<file path="config.mk">
export PLATFORM = sky130hd
export DESIGN_NAME = pics_bank
export DESIGN_NICKNAME = d
export VERILOG_FILES = /design/src/pics_pkg.sv /design/src/pics_bank.sv
export SDC_FILE = /design/constraint.sdc
export NUM_CORES = 1
export LEC_CHECK = 0
export CAP_MARGIN = 20
export CELL_PAD_IN_SITES_DETAIL_PLACEMENT = 0
export CELL_PAD_IN_SITES_GLOBAL_PLACEMENT = 1
export CORE_UTILIZATION = 53
export CTS_CLUSTER_SIZE = 40
export DETAILED_ROUTE_END_ITERATION = 6
export DONT_BUFFER_PORTS = 1
export GPL_TIMING_DRIVEN = 1
export PLACE_DENSITY = 0.9
export SLEW_MARGIN = 20
export SYNTH_ARGS = -nofsm -noshare
export SYNTH_HDL_FRONTEND = slang
export SYNTH_SLANG_ARGS = --single-unit
</file>
<file path="constraint.sdc">
create_clock -name clk -period 5.41 [get_ports clk]
set_input_delay 0 -clock clk [delete_from_list [all_inputs] [get_ports clk]]
set_output_delay 0 -clock clk [all_outputs]
set_load 0.005 [all_outputs]
</file>
<file path="src/pics_pkg.sv">
// constants and types for the phy interrupt, counter and pcs config bank
package pics_pkg;

    localparam logic [7:0] OFF_IRQ_CONTROL = 8'hC4;
    localparam logic [7:0] OFF_IRQ_STATUS  = 8'hC8;
    localparam logic [7:0] OFF_FALSE_CARR  = 8'hD0;
    localparam logic [7:0] OFF_RX_ERROR    = 8'hD4;
    localparam logic [7:0] OFF_PCS_CONFIG  = 8'hD8;

    localparam logic [15:0] RST_IRQ_CONTROL = 16'h0000;
    localparam logic [15:0] RST_IRQ_STATUS  = 16'h0000;
    localparam logic [7:0]  RST_COUNTER     = 8'h00;
    localparam logic [15:0] RST_PCS_CONFIG  = 16'h0100;

    // control register fields
    localparam int BIT_TEST_IRQ   = 0;
    localparam int BIT_EVENT_EN   = 1;
    // status/mask register fields
    localparam int BIT_PENDING    = 15;
    localparam int MASK_LO        = 9;
    localparam int MASK_HI        = 14;
    localparam int NUM_EVENTS     = 6;
    // pcs config fields
    localparam int BIT_NRZI_BYP   = 2;
    localparam int BIT_FORCE_100  = 5;
    localparam int BIT_SD_ALGO    = 8;
    localparam int BIT_SD_FORCE   = 9;
    localparam int BIT_TRUE_QUIET = 10;
    localparam int BIT_FREE_CLK   = 11;
    localparam int BIT_BLOCK_BYP  = 12;
    // writable bits per register
    localparam logic [15:0] WMASK_IRQ_CONTROL = 16'h0003;
    localparam logic [15:0] WMASK_IRQ_STATUS  = 16'h7E00;
    localparam logic [15:0] WMASK_PCS_CONFIG  = 16'h1F24;

    localparam logic [7:0] COUNT_MAX  = 8'hFF;
    localparam int         HALF_BIT   = 7;

    // event order matches mask bits 9..14
    localparam int EV_RX_HALF   = 0;
    localparam int EV_FC_HALF   = 1;
    localparam int EV_AUTONEG   = 2;
    localparam int EV_REMOTE    = 3;
    localparam int EV_JABBER    = 4;
    localparam int EV_LINK      = 5;

    typedef struct packed {
        logic [7:0]  addr;
        logic [15:0] wdata;
        logic        wr;
        logic        rd;
    } pics_bus_t;

    typedef struct packed {
        logic block_code_bypass;
        logic free_receive_clock;
        logic true_quiet_enable;
        logic signal_detect_force;
        logic signal_detect_algorithm;
        logic fast_link_force;
        logic nrzi_bypass;
    } pics_pcs_t;

    typedef enum logic [1:0] {
        PICS_IDLE    = 2'b00,
        PICS_CARRIER = 2'b01,
        PICS_COUNTED = 2'b11
    } pics_carrier_t;

endpackage

</file>
<file path="src/pics_bank.sv">
// phy interrupt control/status, event counters and pcs configuration bank
// How it works
// RQ1 - test bit 0 raises interrupt after each read, ignoring event enable
// RQ2 - with test bit set, one interrupt per completed management read
// RQ3 - control bit 1 enables event interrupts; clear suppresses them
// RQ4 - unmasked event with enable set flags phy bit in host status
// RQ5 - sources: link, jabber, remote fault, autoneg done, counter half-full
// RQ6 - status bit 15 shows pending interrupt, read-only, cleared by its read
// RQ7 - mask bits 14..9 let the matching event interrupt when zero
// RQ8 - control bits 15:2 ignore writes and read zero
// RQ9 - false-carrier count bits 7:0 add one per event, stick at FFh
// RQ10 - false-carrier count resets zero, writable, clears on read
// RQ11 - receive-error count advances at most once per bad carrier
// RQ12 - no receive-error count for a carrier with collision
// RQ13 - receive-error count saturates, writable, clears on read, resets zero
// RQ14 - each counter reaching half range gives a maskable event
// RQ15 - half-full means count msb set, 0x80 or above
// RQ16 - pcs bit 12 bypasses 4b/5b coding
// RQ17 - pcs bit 11 makes receive clock free-running
// RQ18 - pcs bit 10 selects true quiet transmit
// RQ19 - pcs bit 9 forces signal detect active
// RQ20 - pcs bit 8 selects enhanced detect; reset value 0100h
// RQ21 - pcs bit 5 forces 100 link, ored with mac force input
// RQ22 - pcs bit 2 bypasses nrzi coding
`timescale 1ns/1ns
`default_nettype none
module pics_bank (
    input  wire logic              clk,
    input  wire logic              rst_n,
    input  wire logic [7:0]        reg_addr,
    input  wire logic [15:0]       reg_wdata,
    input  wire logic              reg_wr,
    input  wire logic              reg_rd,
    output var  logic [15:0]       reg_rdata,
    input  wire logic              link_change,
    input  wire logic              jabber_event,
    input  wire logic              remote_fault,
    input  wire logic              autoneg_done,
    input  wire logic              false_carrier,
    input  wire logic              carrier_valid,
    input  wire logic              symbol_error,
    input  wire logic              collision,
    input  wire logic              mac_fast_link_force,
    output var  logic              host_irq_status,
    output var  pics_pkg::pics_pcs_t pcs_ctrl
);

    pics_pkg::pics_bus_t bus;
    assign bus = '{addr: reg_addr, wdata: reg_wdata, wr: reg_wr, rd: reg_rd};

    logic [15:0] phy_irq_control;
    logic [15:0] mask_bits;
    logic        phy_irq_pending;
    logic [7:0]  false_carrier_count;
    logic [7:0]  receive_error_count;
    logic [15:0] pcs_config_status;
    logic [5:0]  prev_half;
    logic        prev_link;
    logic        prev_jab;
    logic        prev_rf;
    logic        prev_anc;
    logic        carrier_bad;
    logic        carrier_col;
    pics_pkg::pics_carrier_t carrier_state;
    pics_pkg::pics_carrier_t next_carrier_state;

    // address decode
    wire sel_ctl = bus.addr == pics_pkg::OFF_IRQ_CONTROL;
    wire sel_sts = bus.addr == pics_pkg::OFF_IRQ_STATUS;
    wire sel_fc  = bus.addr == pics_pkg::OFF_FALSE_CARR;
    wire sel_re  = bus.addr == pics_pkg::OFF_RX_ERROR;
    wire sel_pcs = bus.addr == pics_pkg::OFF_PCS_CONFIG;

    wire wr_ctl = bus.wr && sel_ctl;
    wire wr_sts = bus.wr && sel_sts;
    wire wr_fc  = bus.wr && sel_fc;
    wire wr_re  = bus.wr && sel_re;
    wire wr_pcs = bus.wr && sel_pcs;
    wire rd_sts = bus.rd && sel_sts;
    wire rd_fc  = bus.rd && sel_fc;
    wire rd_re  = bus.rd && sel_re;

    wire test_force = phy_irq_control[pics_pkg::BIT_TEST_IRQ];
    wire event_en   = phy_irq_control[pics_pkg::BIT_EVENT_EN];

    // events are rising edges of level inputs, either edge for link change
    wire fc_half = false_carrier_count[pics_pkg::HALF_BIT]; // [RQ15]
    wire re_half = receive_error_count[pics_pkg::HALF_BIT]; // [RQ15]
    wire [5:0] half_now = {4'h0, fc_half, re_half};
    wire [5:0] raw_levels = {link_change, jabber_event, remote_fault,
                             autoneg_done, 2'b00};
    wire [5:0] prev_levels = {prev_link, prev_jab, prev_rf, prev_anc,
                              2'b00};
    wire [5:0] half_rise = half_now & ~prev_half; // [RQ14]
    wire [5:0] event_vec;
    wire [5:0] unmasked;

    genvar gi;
    generate
        for (gi = 0; gi < pics_pkg::NUM_EVENTS; gi = gi + 1) begin : g_ev
            // link change is itself a change, the others fire on onset
            if (gi == pics_pkg::EV_LINK) begin : g_lnk
                assign event_vec[gi] = raw_levels[gi] != prev_levels[gi];
            end else if (gi >= pics_pkg::EV_AUTONEG) begin : g_lvl
                assign event_vec[gi] = raw_levels[gi] & ~prev_levels[gi];
            end else begin : g_half
                assign event_vec[gi] = half_rise[gi];
            end
            // [RQ7]
            assign unmasked[gi] = event_vec[gi]
                                  & ~mask_bits[pics_pkg::MASK_LO + gi];
        end
    endgenerate

    wire any_event = event_en && (|unmasked); // [RQ3] [RQ4] [RQ5]
    // a read of any register completes a management read
    wire any_read  = bus.rd;
    wire test_hit  = test_force && any_read; // [RQ1] [RQ2]
    wire set_pend  = any_event || test_hit;

    // carrier event tracking for the receive-error counter
    wire carrier_end = !carrier_valid;
    wire count_carrier = carrier_state == pics_pkg::PICS_CARRIER
                         && carrier_end && carrier_bad && !carrier_col;

    always_comb begin
        next_carrier_state = carrier_state;
        case (carrier_state)
            pics_pkg::PICS_IDLE: begin
                if (carrier_valid) begin
                    next_carrier_state = pics_pkg::PICS_CARRIER;
                end
            end
            pics_pkg::PICS_CARRIER: begin
                if (carrier_end) begin
                    next_carrier_state = pics_pkg::PICS_IDLE;
                end
            end
            pics_pkg::PICS_COUNTED: begin
                next_carrier_state = pics_pkg::PICS_IDLE;
            end
            default: begin
                next_carrier_state = pics_pkg::PICS_IDLE;
            end
        endcase
    end

    wire bad_now = carrier_valid && symbol_error;
    wire col_now = carrier_valid && collision;

    // counters: write loads, read clears, increment adds on top of both unless the old count or the loaded value is FFh
    wire fc_inc = false_carrier
                  && (false_carrier_count != pics_pkg::COUNT_MAX);
    wire re_inc = count_carrier
                  && (receive_error_count != pics_pkg::COUNT_MAX);
    wire [7:0] fc_base = wr_fc ? bus.wdata[7:0]
                       : (rd_fc ? pics_pkg::RST_COUNTER
                                : false_carrier_count);
    wire [7:0] re_base = wr_re ? bus.wdata[7:0]
                       : (rd_re ? pics_pkg::RST_COUNTER
                                : receive_error_count);
    // an event in the clearing cycle counts from zero, but is lost if the old count was FFh
    wire [7:0] next_fc = (fc_inc && fc_base != pics_pkg::COUNT_MAX)
                         ? fc_base + 8'h01 : fc_base; // [RQ9] [RQ10]
    wire [7:0] next_re = (re_inc && re_base != pics_pkg::COUNT_MAX)
                         ? re_base + 8'h01 : re_base; // [RQ11] [RQ13]

    // pending flag: set beats read-clear
    wire next_pend = set_pend ? 1'b1
                   : (rd_sts ? 1'b0 : phy_irq_pending); // [RQ6]

    wire [15:0] status_view = {phy_irq_pending,
                               mask_bits[pics_pkg::MASK_HI:pics_pkg::MASK_LO],
                               9'h000};
    wire [15:0] rdata_mux = sel_ctl ? phy_irq_control
                          : sel_sts ? status_view
                          : sel_fc  ? {8'h00, false_carrier_count}
                          : sel_re  ? {8'h00, receive_error_count}
                          : sel_pcs ? pcs_config_status
                          : 16'h0000;
    wire [15:0] next_rdata = bus.rd ? rdata_mux : 16'h0000;

    wire fast_link = pcs_config_status[pics_pkg::BIT_FORCE_100]
                     || mac_fast_link_force; // [RQ21]
    pics_pkg::pics_pcs_t next_pcs;
    assign next_pcs = '{
        block_code_bypass:       pcs_config_status[pics_pkg::BIT_BLOCK_BYP],
        free_receive_clock:      pcs_config_status[pics_pkg::BIT_FREE_CLK],
        true_quiet_enable:       pcs_config_status[pics_pkg::BIT_TRUE_QUIET],
        signal_detect_force:     pcs_config_status[pics_pkg::BIT_SD_FORCE],
        signal_detect_algorithm: pcs_config_status[pics_pkg::BIT_SD_ALGO],
        fast_link_force:         fast_link,
        nrzi_bypass:             pcs_config_status[pics_pkg::BIT_NRZI_BYP]
    }; // [RQ16] [RQ17] [RQ18] [RQ19] [RQ20] [RQ22]

    always_ff @(posedge clk or negedge rst_n) begin
        if (!rst_n) begin
            phy_irq_control <= pics_pkg::RST_IRQ_CONTROL;
            mask_bits       <= pics_pkg::RST_IRQ_STATUS;
            pcs_config_status <= pics_pkg::RST_PCS_CONFIG; // [RQ20]
        end else begin
            if (wr_ctl) begin
                phy_irq_control <= bus.wdata
                                   & pics_pkg::WMASK_IRQ_CONTROL; // [RQ8]
            end
            if (wr_sts) begin
                mask_bits <= bus.wdata & pics_pkg::WMASK_IRQ_STATUS;
            end
            if (wr_pcs) begin
                pcs_config_status <= bus.wdata & pics_pkg::WMASK_PCS_CONFIG;
            end
        end
    end

    always_ff @(posedge clk or negedge rst_n) begin
        if (!rst_n) begin
            false_carrier_count <= pics_pkg::RST_COUNTER;
            receive_error_count <= pics_pkg::RST_COUNTER;
            phy_irq_pending     <= 1'b0;
            host_irq_status     <= 1'b0;
        end else begin
            false_carrier_count <= next_fc;
            receive_error_count <= next_re;
            phy_irq_pending     <= next_pend;
            host_irq_status     <= next_pend; // [RQ4]
        end
    end

    always_ff @(posedge clk or negedge rst_n) begin
        if (!rst_n) begin
            carrier_state <= pics_pkg::PICS_IDLE;
            carrier_bad   <= 1'b0;
            carrier_col   <= 1'b0;
        end else begin
            carrier_state <= next_carrier_state;
            // flags gather over one carrier, restart when idle
            carrier_bad <= (carrier_state == pics_pkg::PICS_CARRIER)
                           ? (carrier_bad || bad_now) : bad_now; // [RQ11]
            carrier_col <= (carrier_state == pics_pkg::PICS_CARRIER)
                           ? (carrier_col || col_now) : col_now; // [RQ12]
        end
    end

    always_ff @(posedge clk or negedge rst_n) begin
        if (!rst_n) begin
            prev_half <= 6'h00;
            prev_link <= 1'b0;
            prev_jab  <= 1'b0;
            prev_rf   <= 1'b0;
            prev_anc  <= 1'b0;
        end else begin
            prev_half <= half_now;
            prev_link <= link_change;
            prev_jab  <= jabber_event;
            prev_rf   <= remote_fault;
            prev_anc  <= autoneg_done;
        end
    end

    always_ff @(posedge clk or negedge rst_n) begin
        if (!rst_n) begin
            reg_rdata <= 16'h0000;
            pcs_ctrl  <= '0;
        end else begin
            reg_rdata <= next_rdata;
            pcs_ctrl  <= next_pcs;
        end
    end

endmodule
`default_nettype wire

</file>
==> flow_summary_export.csv, run 1 <==
group,metric,value,unit
outcome,status,"finished clean",
synthesis,syn_inst,261,
routing,wl_per_cell,20.2,um
pwr,power_leakage,1.55,nW
routing,first_iter_violations,153,
critical_path,critPathMaxFanout,14,
pwr,power_density,382,nW/um2
finish,layout.nets,328,
finish,instances_no_fill,367,
clock_network,cts_resized,0,
global_routing,grt_max_degree,65,
place,port_buffers,0,
place,hpwlAfterDp,5000,um
global_routing,grt_pass1_wl,12000,um
routing,via_per_inst,6.38,
synthesis,yosysTopAreaCellShare,51.8,%
place,dp.cells,325,
routing,postRouteAntennaNets,0,
floorplanning,fp.dieW,77.8,um
place,gp_congestion,0.893,
clock_network,cts.sinks,64,
synthesis,yosysWarnings,0,
finish,num-fill-cells,422,
global_routing,grtUsageTotal,26.6,%
timing,drv_slew,0,
synthesis,synth.ff_latch_count,64,
timing,min_period,2.09,ns
synthesis,netlist_top_cells_count,"dfrtp_1, nor2_1, nand4_1",
timing,fmax,0.479,GHz
clock_network,cts_made_buffers,9,
hold_path,min_path_type,"in -> reg",
synthesis,synth-edff-count,0,
synthesis,synth_ff_type,"dfrtp_1",
critical_path,crit_path_start_kind,"primary input",
critical_path,crit_path_end_kind,"flop",
floorplanning,num_rows,27,
global_routing,antenna_found_initial,0,
clock_network,cts_tree,"yes",
synthesis,yosys.area.top_type,"dfrtp_1",
synthesis,yosysMostFrequentCell,"dfrtp_1",
routing,wirelength,7430,um
finish,utilization,65.6,%
floorplanning,die_area,6050,um2
clock_network,root_buffer,"clkbuf_8",
routing,drt_first_pass_iters,4,
timing,hold_viol_final,0,
synthesis,synth_nets,299,
critical_path,cp.arrival,2.31,ns
floorplanning,core_area,5510,um2
routing,vias,2341,
floorplanning,fp.dieH,77.8,um
routing,remaining_drc_errors,0,
timing,setup_viol,0,
finish,syn2layout_area_growth,18.7,%
timing,finalSetupTns,0,ns
clock_network,clock_path_buffers,2,
global_routing,grt_remaining_overflow,0,
timing,rsz0062_at_grt,"no",
floorplanning,initial_utilization,55.2,%
synthesis,synth.cell_area,3040,um2
global_routing,grt_pass1_vias,2373,
synthesis,syn-mean-instance-area,11.7,um2
floorplanning,io_pins,61,
timing,skew,0.00853,ns
synthesis,synthTopCellsByArea,"dfrtp_1, mux2_2, nand4_1, a22oi_1, nor2_1",
finish,diodes,0,
finish,drive_gt1_share,16.9,%
job,drv_cap,0,
critical_path,cp.required,5.63,ns
timing,fin_crit_sh,38.6,%
pwr,peakVddDrop,0.193,mV
clock_network,clk_pin_slew,0.08,ns
synthesis,yosysUniqueCellTypes,53,
pwr,power,0.00138,W
clock_network,htreeDepth,3,
synthesis,postSynth.asyncResetShare,100,%
synthesis,ys_seq_area_share,52.7,%
critical_path,path_class,"in -> reg",
clock_network,clk_latency,0.34,ns
timing,worst_slew_pin_slew,0.881,ns
timing,maxSlewHeadroom,41.2,%
[sequential cells by signal (all words and copies together), names as in the netlist]
register	cells
prev_jab	1
pcs_config_status	7
carrier_bad	1
mask_bits	6
prev_link	1
carrier_col	1
phy_irq_pending	1
pcs_ctrl	7
receive_error_count	8
false_carrier_count	8
prev_anc	1
prev_half	2
prev_rf	1
carrier_state	1
phy_irq_control	2
reg_rdata	16
[final timing paths]
check | from | end | slack [ns] | depth (start not counted)
min in group asynchronous | rst_n | pcs_config_status[2]$_DFFE_PN0P_ | 0.20 | 2
hold / removal | reg_wr | false_carrier_count[6]$_DFF_PN0_ | 0.02 | 3
hold reg to reg | pcs_config_status[9]$_DFFE_PN0P_ | pcs_ctrl[3]$_DFF_PN0_ | 0.41 | 0
setup / recovery | reg_addr[5] | pcs_config_status[12]$_DFFE_PN0P_ | 3.32 | 4
setup reg to reg | carrier_state[0]$_DFFE_PN0P_ | receive_error_count[6]$_DFF_PN0_ | 3.42 | 6
max in group asynchronous | rst_n | pcs_config_status[8]$_DFFE_PN1P_ | 4.91 | 2
[worst max-delay path, cell delays in order]
cell and delay, ns:
nand4b_1 0.67, nor2_1 0.82, nand2_1 0.43, mux2_2 0.39
[cell type report]
class                      count  area, um2  area share (%)
clock buffer                   9        124            3.43
clock inverter                 7        125            3.47
inverter                       3       11.3           0.312
multi-input combinational    185       1370            38.0
sequential                    64       1600            44.4
tap                           72       90.1            2.49
timing repair buffer          27        285            7.90
[where the power goes]
part	total, W	switching [W]	internal [W]
Combinational	0.000259	0.000142	0.000116
Sequential	0.000610	0.0000714	0.000539
Clock	0.000512	0.000200	0.000312
[through the flow]
| stage | setup slack, ns | hold slack, ns | area [um2] |
|---|---|---|---|
| after floorplan | 3.67 | -0.296 | 3040 |
| after global placement | 3.08 | -0.294 | 3080 |
| after detailed placement | 3.03 | -0.294 | 3080 |
| after CTS | 3.38 | 0.00649 | 3610 |
| after global routing | 3.21 | 0.0416 | 3610 |
| final | 3.32 | 0.0153 | 3610 |
[layout by cell type (no fill, tap or decap), types with 2 or more instances in the layout]
| cell | instances |
|---|---|
| o21ai_0 | 5 |
| bufinv_16 | 3 |
| mux2i_1 | 2 |
| and3b_1 | 2 |
| a31oi_1 | 3 |
| nor2_1 | 21 |
| nor2b_1 | 2 |
| a222oi_1 | 5 |
| o31ai_1 | 6 |
| nand4b_1 | 2 |
| a21oi_1 | 9 |
| a21o_1 | 2 |
| mux2_1 | 2 |
| nor3b_1 | 3 |
| or2_2 | 3 |
| clkbuf_8 | 9 |
| dlygate4sd3_1 | 25 |
| inv_6 | 3 |
| o31ai_2 | 2 |
| a41oi_1 | 2 |
| and3_1 | 4 |
| a22o_1 | 8 |
| and2_1 | 5 |
| a22oi_1 | 12 |
| nand2_1 | 17 |
| nand3_1 | 6 |
| nand2b_1 | 2 |
| inv_1 | 3 |
| mux2_2 | 15 |
| xnor2_1 | 2 |
| dfrtp_1 | 63 |
| o31ai_4 | 3 |
| a221oi_2 | 2 |
| nand4_1 | 20 |
[layer usage]
layer | GRT usage (%) | part of all wire [%]
met2 | 41.9 | 48
met5 | 0 | 0
met3 | 8.47 | 8.9
met4 | 9.81 | 1.4
met1 | 34.3 | 42
[cell families after synthesis]
kind of cell               Yosys count  synth area share, %
muxes                               20                 7.45
DFF                                 64                 52.7
and+or+nand+nor                     96                 18.3
adders and majority gates            1                0.411
xor gates and xnor gates             2                0.576
AOI/OAI and AO/OA                   66                 18.3
buffers and inverters               12                 2.26
[timing repair]
action                    4_1_cts  5_1_grt
hold buffers                   26        0
setup buffers                   0        0
hold endpoints to repair       96        0
(Power assumes the default switching activity.)
==> run 2, diff against run 1 <==
- CORE_UTILIZATION: 53 -> 49
- PLACE_DENSITY: 0.9 -> 0.85
- clock period: 5.41 -> 2.1 ns (I/O delays scaled with it)
==> flow_summary_export.csv, run 2 (synthesized netlist as in run 1, its figures left out) <==
group,metric,value,unit
outcome,status,"finished, violations left",
outcome,failed_checks,"hold timing",
job,drv_cap,0,
floorplanning,die_area,6530,um2
routing,via_per_inst,6.37,
timing,whs,-0.00495,ns
timing,drv_slew,0,
timing,worst_slew_pin_slew,0.840,ns
timing,finalSetupTns,0,ns
global_routing,antenna_found_initial,0,
finish,layout.nets,337,
timing,fmax,0.511,GHz
pwr,power,0.00334,W
timing,maxSlewHeadroom,44.0,%
critical_path,cp.arrival,2.20,ns
floorplanning,initial_utilization,51.1,%
routing,drt_first_pass_iters,7,
critical_path,cpMaxStageDelayCell,"dfrtp_1",
finish,largest-register,"reg_rdata",
floorplanning,io_pins,61,
hold_path,min_path_type,"in -> reg",
global_routing,grt_remaining_overflow,0,
timing,fin_crit_sh,93.1,%
pwr,power_leakage,1.57,nW
routing,postRouteAntennaNets,0,
finish,num-fill-cells,474,
global_routing,grt_pass1_wl,12000,um
clock_network,cts_tree,"yes",
place,port_buffers,0,
timing,setup_viol,0,
routing,vias,2413,
floorplanning,fp.dieW,80.8,um
pwr,power_density,920,nW/um2
finish,drive_gt1_share,19.1,%
timing,hold_viol_final,1,
clock_network,clk_pin_slew,0.08,ns
clock_network,cts_resized,0,
clock_network,clock_path_buffers,2,
routing,first_iter_violations,177,
clock_network,cts_made_buffers,9,
global_routing,grtUsageTotal,25.4,%
global_routing,grt_pass1_vias,2369,
place,hpwlAfterDp,5070,um
place,gp_congestion,0.864,
routing,wirelength,7420,um
floorplanning,fp.dieH,80.8,um
floorplanning,core_area,5960,um2
critical_path,critPathMaxFanout,5,
critical_path,cp.required,2.34,ns
critical_path,critPathMaxStageDelay,0.41,ns
finish,syn2layout_area_growth,19.5,%
finish,final_cell_mix,"dfrtp_1, dlygate4sd3_1, nor2_1, nand4_1, nand2_1",
routing,remaining_drc_errors,0,
critical_path,path_cells,"ha_1, and3b_1, o21ai_0, a221oi_2, nand4_1, mux2_1",
clock_network,root_buffer,"clkbuf_8",
clock_network,cts.sinks,64,
timing,skew,0.00878,ns
timing,min_period,1.96,ns
timing,rsz0062_at_grt,"no",
floorplanning,num_rows,28,
routing,wl_per_cell,19.6,um
critical_path,crit_path_start_kind,"flop",
clock_network,clk_latency,0.35,ns
global_routing,grt_max_degree,65,
critical_path,path_class,"reg -> reg",
finish,layout_commonest_cell,"dfrtp_1",
critical_path,crit_path_end_kind,"flop",
finish,diodes,0,
finish,largest_reg_flops,16,
clock_network,htreeDepth,3,
finish,reg_top3,"reg_rdata: 16 flops, false_carrier_count: 8 flops, receive_error_count: 8 flops",
pwr,peakVddDrop,0.436,mV
[run 2: worst max-delay path: cells and delay by family, from the launching register on]
family / cells / cell delay, ns
AND/OR/NAND/NOR: 2 / 0.36
AO/OA/AOI/OAI: 2 / 0.59
flip-flops: 1 / 0.41
adder cells (fa/ha/maj): 1 / 0.16
multiplexers: 1 / 0.34
[run 2: path summary, 6_finish.rpt]
check                                                      start                               end  slack [ns]  depth (start not counted)
worst max-delay path                carrier_state[0]$_DFFE_PN0P_  receive_error_count[6]$_DFF_PN0_        0.14                          6
worst max register to register      carrier_state[0]$_DFFE_PN0P_  receive_error_count[6]$_DFF_PN0_        0.14                          6
min in group asynchronous                                  rst_n         mask_bits[13]$_DFFE_PN0P_        0.20                          2
max in group asynchronous                                  rst_n  pcs_config_status[8]$_DFFE_PN1P_        1.61                          2
worst min-delay path                                autoneg_done       phy_irq_pending$_DFFE_PN0P_      -0.005                          4
worst min register to register  pcs_config_status[8]$_DFFE_PN1P_             pcs_ctrl[2]$_DFF_PN0_        0.41                          0
[run 2: final cells by class]
class / instances / area [um2] / share of cell area [%]
well taps: 75 / 93.8 / 2.58
flip-flops and latches: 64 / 1600 / 44.1
clock buffers: 10 / 138 / 3.79
repair buffers: 36 / 353 / 9.70
clock inverters: 6 / 67.6 / 1.86
multi-input cells: 185 / 1370 / 37.7
inverters: 3 / 11.3 / 0.310
[run 2: per-layer routing]
layer	up-vias	share of wire (%)	track usage, %
met1	1166	43	32.4
met2	136	45	38.2
met5	-	0	0
met3	17	10	9.44
met4	0	2.2	11.6
li1	1094	-	-
[run 2: report_power, final]
part | switching, W | internal (W) | total, W
combinational | 0.000361 | 0.000318 | 0.000679
sequential | 0.000190 | 0.00139 | 0.00158
clock | 0.000504 | 0.000583 | 0.00109
total | 0.00105 | 0.00229 | 0.00334
[run 2: per-stage QoR]
stage | setup slack (ns) | instance area (um2) | cells | util (%) | hold WS [ns]
floorplan | 0.355 | 3040 | 261 | - | -0.296
global placement | 0.218 | 3150 | 337 | 52.9 | -0.294
detailed placement | 0.156 | 3150 | 337 | 52.9 | -0.294
CTS | 0.143 | 3640 | 379 | 61.1 | 0.0000286
global route | 0.0468 | 3640 | 379 | 61.1 | 0.0122
finish | 0.145 | 3640 | 379 | 61.1 | -0.00495
[run 2: what timing repair did]
item,4_1_cts,5_1_grt
buffers inserted,0,0
endpoints found under the hold margin,101,0
hold buffers,26,0
==> run 3, diff against run 2 <==
- CORE_ASPECT_RATIO: not set -> 1.4
==> flow_summary_export.csv, run 3 (synthesized netlist as in run 1, its figures left out) <==
group,metric,value,unit
finish,layout.nets,337,
routing,first_iter_violations,115,
routing,vias,2390,
floorplanning,fp.dieH,95.2,um
timing,fmax,0.546,GHz
place,port_buffers,0,
floorplanning,io_pins,61,
critical_path,cp.arrival,2.05,ns
finish,drive_gt1_share,18.4,%
finish,num-fill-cells,473,
global_routing,grt_remaining_overflow,0,
clock_network,htreeDepth,3,
timing,rsz0062_at_grt,"no",
pwr,peakVddDrop,0.580,mV
job,drv_cap,0,
global_routing,grt_pass1_vias,2449,
timing,finalSetupTns,0,ns
finish,instances_no_fill,374,
floorplanning,fp.dieW,68.6,um
global_routing,grtUsageTotal,25.6,%
timing,skew,0.00772,ns
finish,largest_reg_flops,16,
timing,min_period,1.83,ns
critical_path,path_class,"reg -> reg",
critical_path,r2r_cells,6,
finish,largest-register,"reg_rdata",
finish,syn2layout_area_growth,19.2,%
hold_path,min_path_type,"in -> reg",
finish,utilization,61.4,%
routing,postRouteAntennaNets,0,
place,hpwlAfterDp,5080,um
routing,wl_per_cell,19.6,um
place,dp.cells,331,
timing,whs,0.00190,ns
critical_path,crit_path_end_kind,"flop",
timing,setup_viol,0,
global_routing,grt_max_degree,65,
routing,remaining_drc_errors,3,
critical_path,crit_path_start_kind,"flop",
timing,drv_slew,0,
routing,via_per_inst,6.39,
place,gp_congestion,0.816,
floorplanning,die_area,6530,um2
clock_network,clock_path_buffers,2,
clock_network,cts_made_buffers,9,
hold_path,worstHoldPathCells,3,
clock_network,root_buffer,"clkbuf_8",
timing,maxSlewHeadroom,40.2,%
pwr,power_leakage,1.57,nW
clock_network,clk_pin_slew,0.07,ns
global_routing,grt_pass1_wl,12100,um
global_routing,antenna_found_initial,0,
clock_network,clk_latency,0.33,ns
floorplanning,initial_utilization,51.5,%
floorplanning,num_rows,33,
timing,hold_viol_final,0,
finish,reg_top3,"reg_rdata: 16 flops, false_carrier_count: 8 flops, receive_error_count: 8 flops",
finish,diodes,0,
pwr,power,0.00331,W
finish,layout_commonest_cell,"dfrtp_1",
outcome,status,"finished, violations left",
routing,drt_first_pass_iters,7,
clock_network,cts_tree,"yes",
clock_network,cts.sinks,64,
critical_path,critPathMaxFanout,4,
routing,wirelength,7350,um
pwr,power_density,912,nW/um2
critical_path,cp.required,2.32,ns
timing,fin_crit_sh,87.2,%
floorplanning,core_area,5900,um2
finish,final_cell_mix,"dfrtp_1, dlygate4sd3_1, nor2_1, nand4_1, nand2_1",
outcome,failed_checks,"DRC",
timing,worst_slew_pin_slew,0.897,ns
[run 3: power by group]
part,switching [W],internal (W),total [W],leakage (nW)
Sequential,0.000173,0.00139,0.00156,0.840
Combinational,0.000376,0.000326,0.000702,0.630
Clock,0.000463,0.000578,0.00104,0.0993
Total,0.00101,0.00229,0.00331,1.57
[run 3: path summary, 6_finish.rpt]
check                                                  start                                to  slack, ns
min reg2reg                pcs_config_status[12]$_DFFE_PN0P_             pcs_ctrl[6]$_DFF_PN0_       0.40
max reg2reg                     carrier_state[0]$_DFFE_PN0P_  receive_error_count[6]$_DFF_PN0_       0.27
max                             carrier_state[0]$_DFFE_PN0P_  receive_error_count[6]$_DFF_PN0_       0.27
min                                                   reg_wr  false_carrier_count[6]$_DFF_PN0_      0.002
max in group asynchronous                              rst_n  pcs_config_status[8]$_DFFE_PN1P_       1.60
min in group asynchronous                              rst_n       phy_irq_pending$_DFFE_PN0P_       0.20
[run 3: layout make-up]
cell class / instances / area (um2) / area share (%)
multi-input cells: 185 / 1370 / 37.8
inverters: 3 / 11.3 / 0.311
well taps: 70 / 87.6 / 2.42
clock buffers: 11 / 141 / 3.90
repair buffers: 36 / 355 / 9.80
flip-flops and latches: 64 / 1600 / 44.2
clock inverters: 5 / 56.3 / 1.55
[run 3: repair_timing]
action / 4_1_cts / 5_1_grt
hold buffers: 27 / 0
endpoints found under the hold margin: 96 / 0
resized for setup: 0 / 0
setup buffers: 0 / 0
[run 3: worst max-delay path, cell delays in order (launching register included)]
cell and delay [ns]:
dfrtp_1 0.41, ha_1 0.17, and3b_1 0.15, o21ai_0 0.18, a221oi_2 0.26, nand4_1 0.20
mux2_1 0.34
[run 3: stage by stage]
stage | area [um2] | worst slack, ns
2_1_floorplan | 3040 | 0.355
3_3_place_gp | 3140 | 0.163
3_5_place_dp | 3140 | 0.143
4_1_cts | 3620 | 0.250
5_1_grt | 3620 | 0.130
6_report | 3620 | 0.270
[run 3: per-layer routing]
layer  part of all wire, %  global-route usage, %
met3                   5.9                   6.70
met5                     0                      0
met1                    37                   27.7
met2                    54                   43.1
met4                   3.4                   16.0
